===== src/rtl/inrush_pkg.sv =====
// constants, register map and carrier types of the inrush detector
package inrush_pkg;
  // ********************
  // data widths
  // ********************
  localparam int MAG_W = 16;
  localparam int PCT_W = 7;
  localparam int PROD_W = MAG_W + PCT_W;
  localparam int ADDR_W = 5;
  localparam logic [PCT_W-1:0] PCT_100 = 7'h64;

  // ********************
  // register byte offsets
  // ********************
  localparam logic [ADDR_W-1:0] OFS_CTRL = 5'h00;
  localparam logic [ADDR_W-1:0] OFS_RATIO = 5'h04;
  localparam logic [ADDR_W-1:0] OFS_MINLVL = 5'h08;
  localparam logic [ADDR_W-1:0] OFS_NOMINAL = 5'h0C;
  localparam logic [ADDR_W-1:0] OFS_FLAGS = 5'h10;
  localparam logic [ADDR_W-1:0] OFS_IRQSTAT = 5'h14;
  localparam logic [ADDR_W-1:0] OFS_IRQMASK = 5'h18;

  // ********************
  // field positions
  // ********************
  localparam int CTRL_OPER_BIT = 0;
  localparam int FLAG_GEN_BIT = 3;
  localparam int IRQ_ON_BIT = 0;
  localparam int IRQ_OFF_BIT = 1;
  localparam int IRQ_W = 2;

  // ********************
  // settings: reset values and ranges
  // ********************
  localparam logic [PCT_W-1:0] RATIO_MIN = 7'h05;
  localparam logic [PCT_W-1:0] RATIO_MAX = 7'h32;
  localparam logic [PCT_W-1:0] RATIO_RST = 7'h0F;
  localparam logic [PCT_W-1:0] MINLVL_MIN = 7'h14;
  localparam logic [PCT_W-1:0] MINLVL_MAX = 7'h64;
  localparam logic [PCT_W-1:0] MINLVL_RST = 7'h1E;
  localparam logic [MAG_W-1:0] NOMINAL_RST = 16'h03E8;
  localparam logic CTRL_OPER_RST = 1'b0;

  // ********************
  // carriers
  // ********************
  typedef struct packed {
    logic [MAG_W-1:0] fund;
    logic [MAG_W-1:0] harm2;
  } phase_meas_t;

  typedef struct packed {
    logic [ADDR_W-1:0] address;
    logic read;
    logic write;
    logic [31:0] writedata;
    logic [3:0] byteenable;
  } avl_req_t;

  typedef struct packed {
    logic phaseA;
    logic phaseB;
    logic phaseC;
    logic general;
  } inrush_flags_t;
endpackage


===== src/rtl/inrush_harmonic_detector.sv =====
// three-phase second-harmonic inrush detector with avalon-mm registers
// ********************
// Operation
// - flag when harm2/fund exceeds ratio setting
// - flag low unless fund above minimum level
// - each phase judged from its own inputs
// - general flag is OR of phases
// - block input forces all flags low
// - ratio setting 5..50 percent, default 15
// - minimum level 20..100 percent, default 30
// - on/off events at general flag edges
// ********************
`timescale 1ns/10ps
module inrush_harmonic_detector (
  input wire logic clk,
  input wire logic rst,
  input wire inrush_pkg::avl_req_t avlReq,
  output logic [31:0] readdata,
  output logic waitrequest,
  input wire inrush_pkg::phase_meas_t [2:0] meas,
  input wire logic measValid,
  input wire logic detectorBlockIn,
  output logic phaseAInrushFlag,
  output logic phaseBInrushFlag,
  output logic phaseCInrushFlag,
  output logic generalInrushFlag,
  output logic inrushOnEvent,
  output logic inrushOffEvent,
  output logic irq
);
  import inrush_pkg::*;

  // ********************
  // helpers
  // ********************
  function automatic logic [PCT_W-1:0] clampPct(input logic [7:0] v,
      input logic [PCT_W-1:0] lo, input logic [PCT_W-1:0] hi);
    logic [PCT_W-1:0] r;
    if (v < {1'b0, lo}) begin
      r = lo;
    end else if (v > {1'b0, hi}) begin
      r = hi;
    end else begin
      r = v[PCT_W-1:0];
    end
    return r;
  endfunction

  function automatic logic [PROD_W-1:0] mulPct(input logic [MAG_W-1:0] m,
      input logic [PCT_W-1:0] p);
    return PROD_W'(m * p);
  endfunction

  // ********************
  // avalon slave: one wait cycle per access
  // ********************
  logic ackQ;
  logic [31:0] readdataQ;
  logic operQ;
  logic [PCT_W-1:0] ratioQ;
  logic [PCT_W-1:0] minLvlQ;
  logic [MAG_W-1:0] nominalQ;
  logic [IRQ_W-1:0] irqStatQ;
  logic [IRQ_W-1:0] irqMaskQ;
  logic [2:0] phaseFlagQ;
  logic generalQ;
  logic onEvQ;
  logic offEvQ;
  logic request;
  logic wrTake;
  logic [31:0] rdMux;

  assign request = avlReq.read | avlReq.write;
  assign waitrequest = request & ~ackQ;
  assign wrTake = avlReq.write & ackQ;
  assign readdata = readdataQ;

  always_ff @(posedge clk) begin
    if (rst) begin
      ackQ <= 1'b0;
    end else begin
      ackQ <= request & ~ackQ;
    end
  end

  always_comb begin
    rdMux = 32'h0000_0000;
    case (avlReq.address)
      OFS_CTRL: rdMux[CTRL_OPER_BIT] = operQ;
      OFS_RATIO: rdMux[PCT_W-1:0] = ratioQ;
      OFS_MINLVL: rdMux[PCT_W-1:0] = minLvlQ;
      OFS_NOMINAL: rdMux[MAG_W-1:0] = nominalQ;
      OFS_FLAGS: rdMux[FLAG_GEN_BIT:0] = {generalQ, phaseFlagQ};
      OFS_IRQSTAT: rdMux[IRQ_W-1:0] = irqStatQ;
      OFS_IRQMASK: rdMux[IRQ_W-1:0] = irqMaskQ;
      default: rdMux = 32'h0000_0000;
    endcase
  end

  // read data captured in the wait cycle, stands at the release edge
  always_ff @(posedge clk) begin
    if (rst) begin
      readdataQ <= 32'h0000_0000;
    end else if (avlReq.read & ~ackQ) begin
      readdataQ <= rdMux;
    end
  end

  // ********************
  // settings registers
  // ********************
  always_ff @(posedge clk) begin
    if (rst) begin
      operQ <= CTRL_OPER_RST;
      ratioQ <= RATIO_RST;
      minLvlQ <= MINLVL_RST;
      nominalQ <= NOMINAL_RST;
      irqMaskQ <= '0;
    end else if (wrTake) begin
      case (avlReq.address)
        OFS_CTRL: begin
          if (avlReq.byteenable[0]) begin
            operQ <= avlReq.writedata[CTRL_OPER_BIT];
          end
        end
        OFS_RATIO: begin
          // out-of-range writes saturate rather than fault
          if (avlReq.byteenable[0]) begin
            ratioQ <= clampPct(avlReq.writedata[7:0], RATIO_MIN, RATIO_MAX);
          end
        end
        OFS_MINLVL: begin
          if (avlReq.byteenable[0]) begin
            minLvlQ <= clampPct(avlReq.writedata[7:0], MINLVL_MIN, MINLVL_MAX);
          end
        end
        OFS_NOMINAL: begin
          if (avlReq.byteenable[0]) begin
            nominalQ[7:0] <= avlReq.writedata[7:0];
          end
          if (avlReq.byteenable[1]) begin
            nominalQ[15:8] <= avlReq.writedata[15:8];
          end
        end
        OFS_IRQMASK: begin
          if (avlReq.byteenable[0]) begin
            irqMaskQ <= avlReq.writedata[IRQ_W-1:0];
          end
        end
        default: begin
        end
      endcase
    end
  end

  // ********************
  // detection
  // ********************
  logic [2:0] phaseHit;
  logic [PROD_W-1:0] minThresh;
  logic disabled;

  assign disabled = detectorBlockIn | ~operQ;
  // minimum level as absolute magnitude scaled by 100
  assign minThresh = mulPct(nominalQ, minLvlQ);

  // ratio compared by products so no divider is needed
  always_comb begin
    for (int p = 0; p < 3; p++) begin
      phaseHit[p] = (mulPct(meas[p].harm2, PCT_100) > mulPct(meas[p].fund, ratioQ))
        && (mulPct(meas[p].fund, PCT_100) > minThresh);
    end
  end

  always_ff @(posedge clk) begin
    if (rst) begin
      phaseFlagQ <= 3'h0;
    end else if (disabled) begin
      phaseFlagQ <= 3'h0;
    end else if (measValid) begin
      phaseFlagQ <= phaseHit;
    end
  end

  always_ff @(posedge clk) begin
    if (rst) begin
      generalQ <= 1'b0;
    end else if (disabled) begin
      generalQ <= 1'b0;
    end else if (measValid) begin
      generalQ <= |phaseHit;
    end
  end

  assign phaseAInrushFlag = phaseFlagQ[0];
  assign phaseBInrushFlag = phaseFlagQ[1];
  assign phaseCInrushFlag = phaseFlagQ[2];
  assign generalInrushFlag = generalQ;

  // ********************
  // events and interrupt
  // ********************
  logic generalDlyQ;

  always_ff @(posedge clk) begin
    if (rst) begin
      generalDlyQ <= 1'b0;
      onEvQ <= 1'b0;
      offEvQ <= 1'b0;
    end else begin
      generalDlyQ <= generalQ;
      onEvQ <= generalQ & ~generalDlyQ;
      offEvQ <= ~generalQ & generalDlyQ;
    end
  end

  assign inrushOnEvent = onEvQ;
  assign inrushOffEvent = offEvQ;

  // a new event in the clearing cycle survives the write-one-to-clear
  always_ff @(posedge clk) begin
    if (rst) begin
      irqStatQ <= '0;
    end else begin
      for (int b = 0; b < IRQ_W; b++) begin
        if ((b == IRQ_ON_BIT) ? onEvQ : offEvQ) begin
          irqStatQ[b] <= 1'b1;
        end else if (wrTake && avlReq.address == OFS_IRQSTAT && avlReq.byteenable[0]
            && avlReq.writedata[b]) begin
          irqStatQ[b] <= 1'b0;
        end
      end
    end
  end

  assign irq = |(irqStatQ & irqMaskQ);
endmodule


===== config.mk =====
export PLATFORM = sky130hd
export DESIGN_NAME = inrush_harmonic_detector
export DESIGN_NICKNAME = d
export VERILOG_FILES = /design/src/rtl/inrush_pkg.sv /design/src/rtl/inrush_harmonic_detector.sv
export SDC_FILE = /design/constraint.sdc
export NUM_CORES = 2
export LEC_CHECK = 0
export BUFFER_PORTS_ARGS = -buffer_cell sky130_fd_sc_hd__buf_2
export CAP_MARGIN = 20
export CORE_MARGIN = 2
export CORE_UTILIZATION = 45
export DETAILED_ROUTE_END_ITERATION = 8
export GPL_ROUTABILITY_DRIVEN = 0
export PLACE_DENSITY = 0.62
export REMOVE_ABC_BUFFERS = 1
export SYNTH_ARGS = -nofsm -noshare
export SYNTH_HDL_FRONTEND = slang
export SYNTH_SLANG_ARGS = --single-unit

===== constraint.sdc =====
create_clock -name clk -period 19.1 [get_ports clk]
set_clock_uncertainty 0.1 [all_clocks]
set_input_delay 1.91 -clock clk [delete_from_list [all_inputs] [get_ports clk]]
set_output_delay 1.91 -clock clk [all_outputs]
set_load 0.005 [all_outputs]

==> results.cfg <==
[run_status]
status = complete, no violations

[cells_and_area]
multi_input_area_mm2 = 0.0243
layout.cells.non_filler = 4395
fin_nets = 4621
fin_util_pct = 48.3
drive_gt1_share_pct = 5.50
fillerInstances = 6269
syn_to_final_growth_pct = 6.60
seq_area_mm2 = 0.00119

[cts]
clock_sinks = 59
cts_buffer_depth = 2
cts_tree = yes
cts-root-buf = clkbuf_16
clk_pin_slew_ns = 0.05
ctsHtreeMaxLevel = 3
ctsHoldBuffers = 0
cts_resized = 0
clkLatencyLatePin_ns = 0.32
postCtsSetupRepairBufs = 0
cts_buffers = 9

[min_path]
hold_class = flop to flop
hp-start = generalDlyQ

[floorplanning]
dieArea_mm2 = 0.0652
io_pins = 183
die_x_um = 255
coreArea_mm2 = 0.0627
die_height_um = 255
fp-row-count = 92
start_util_pct = 45.3

[routing]
viasPerCell = 5.12
drtIter0Drc = 851
routed_wl_um = 61400
drt-pass1-iter-count = 5
vias = 22498
ant_nets = 0
route.detailed.drc = 0
wire_per_inst_um = 14.0

[power_and_ir_drop]
power.leakage_uw = 0.0165
cellPowerDensity_mw_per_mm2 = 63.4
ir_worst_vdd_mv = 0.0487

[run]
max_cap_violations = 0

[setup_path]
critPathTopFamily = compound AO/OA/AOI/OAI gates
worst-path-stages = 27
worstSetupEndpointType = flop
path_class = input pin to flop
cp-endpoint = generalInrushFlag
arrival_ns = 8.98
worstReg2RegEnd = generalInrushFlag
worstReg2RegStart = ratioQ[3]
worst-path-buf-inv = 5
reg2reg_setup_slack_ns = 10.91
r2r_cells = 27
crit_start = meas[53]
cpPeakStageDelay_ns = 0.53
critPathMaxFanout = 10
required_ns = 19.23
cp-start-kind = input pin
slowest_stage = fa_1

[timing]
holdWs_ns = 0.306
rsz0062_at_grt = no
timing.final.hold_violations = 0
relSlewSlack_pct = 35.7
period_share_pct = 46.3
finalSetupViolCount = 0
min_period_ns = 8.85
slew_violations = 0
fmax_mhz = 113
tns_ns = 0
worstMarginPinSlew_ns = 0.941

[yosys]
synth_edf_count = 0
yosys.area.top_type_share_pct = 26.1
avgSynthCellArea_um2 = 8.25
async_flop_share_pct = 0
yosysSeqAreaShare_pct = 4.16
syn_area_mm2 = 0.0284
synthTopCellsByArea = ha_1, fa_1, inv_1
synth_warnings = 0
synth-seq-cells = 59
syn_inst = 3446
yosys.area.top_type = ha_1
synth.distinct_cells = 80
ys.flop_type = dfxtp_1

[placement]
dp_hpwl_um = 51300
place_inst = 4378
io_buffers = 148

[grt]
grt-ovfl-total = 0
grt_max_degree = 56
grt_pass1_wl_um = 104000
grt.total_usage_pct = 19.2
grt_pass1_vias = 21902
antenna_found_initial = 1
per-layer routing:
layer | wire (um) | up-vias | global-route usage, %
met5 | 0 | - | 0
met4 | 858 | 0 | 2.66
met3 | 1840 | 44 | 1.30
met2 | 30200 | 259 | 34.1
met1 | 28500 | 10794 | 26.0
li1 | - | 11401 | -
registers in the layout, indices dropped and copies added, names as in the netlist:
register           count
irqStatQ               2
generalInrushFlag      1
ackQ                   1
generalDlyQ            1
phaseFlagQ             3
ratioQ                 7
irqMaskQ               2
readdata              16
operQ                  1
nominalQ              16
minLvlQ                7
inrushOnEvent          1
inrushOffEvent         1
cells in the mapped netlist (13+ instances only):
master	number
nand2_1	267
xor2_1	54
nand4_1	35
nor2_1	135
inv_1	693
a2111oi_0	13
clkbuf_1	66
ha_1	593
fa_1	342
buf_4	16
o21ai_0	39
mux2i_1	15
o21bai_1	16
a211oi_1	15
nor3_1	52
nand2b_1	28
o21ai_1	52
and3_1	17
nor2b_1	32
xnor2_1	97
nand3_1	63
a21o_1	69
o21a_1	15
a21oi_1	160
and2_1	309
dfxtp_1	59
power breakdown:
part	switching (uW)	internal (uW)	total, uW
combinational	881	739	1620
sequential	0.928	124	125
clock	53.3	121	174
total	935	984	1920
worst min-delay path by stage:
stage	end	slack, ns	cells after the start
2_1_floorplan	inrushOnEvent	0.28	1
3_3_place_gp	inrushOnEvent	0.29	1
4_1_cts	inrushOnEvent	0.31	1
3_5_place_dp	inrushOnEvent	0.30	1
6_report	inrushOnEvent	0.31	1
5_1_grt	inrushOnEvent	0.33	1
final cells by class:
class / instances / share of cell area [%]
Sequential cell: 59 / 3.92
Tap cell: 846 / 3.49
Clock buffer: 12 / 0.847
Timing Repair Buffer: 157 / 2.67
Clock inverter: 4 / 0.240
Inverter: 696 / 8.63
Antenna cell: 1 / 0.00826
Multi-Input combinational cell: 2620 / 80.2
per-stage QoR:
| stage | setup slack [ns] | total power [uW] | instance area, um2 |
|---|---|---|---|
| 2_1_floorplan | 11.31 | 1420 | 28100 |
| 6_report | 10.25 | 1920 | 30300 |
| 3_3_place_gp | 10.03 | 1730 | 30000 |
| 4_1_cts | 10.29 | 1940 | 30300 |
| 3_5_place_dp | 9.98 | 1750 | 30000 |
| 5_1_grt | 9.88 | 2200 | 30300 |
logic make-up (layout without fill, tap and decap cells):
family | after synthesis | count (layout) | synth area share (%)
other | 1 | 17 | 0.0132
buffers and inverters | 782 | 869 | 10.6
muxes | 20 | 20 | 0.727
DFF | 59 | 59 | 4.16
AOI/OAI and AO/OA | 509 | 509 | 11.7
and+or+nand+nor | 986 | 986 | 17.8
adders and majority gates | 938 | 938 | 50.3
xor gates and xnor gates | 151 | 151 | 4.65
cell usage in the layout (no fill, tap or decap), drive strengths merged, types with 6 or more instances in the layout:
master / n
inv: 695
ha: 593
fa: 342
and2: 309
nand2: 267
a21oi: 161
buf: 157
nor2: 135
xnor2: 97
o21ai: 91
a21o: 69
nand3: 63
dfxtp: 59
xor2: 54
nor3: 52
nand4: 35
nor2b: 32
nand2b: 28
and3: 17
a211oi: 17
o21bai: 16
conb: 16
o21a: 15
mux2i: 15
a2111oi: 14
clkbuf: 12
a31oi: 11
or3: 11
a211o: 11
o211ai: 11
a22oi: 11
nand3b: 10
a21boi: 10
a31o: 9
or2: 7
o2111ai: 6
and4: 6
No activity file was read; power rests on OpenSTA's default activity.
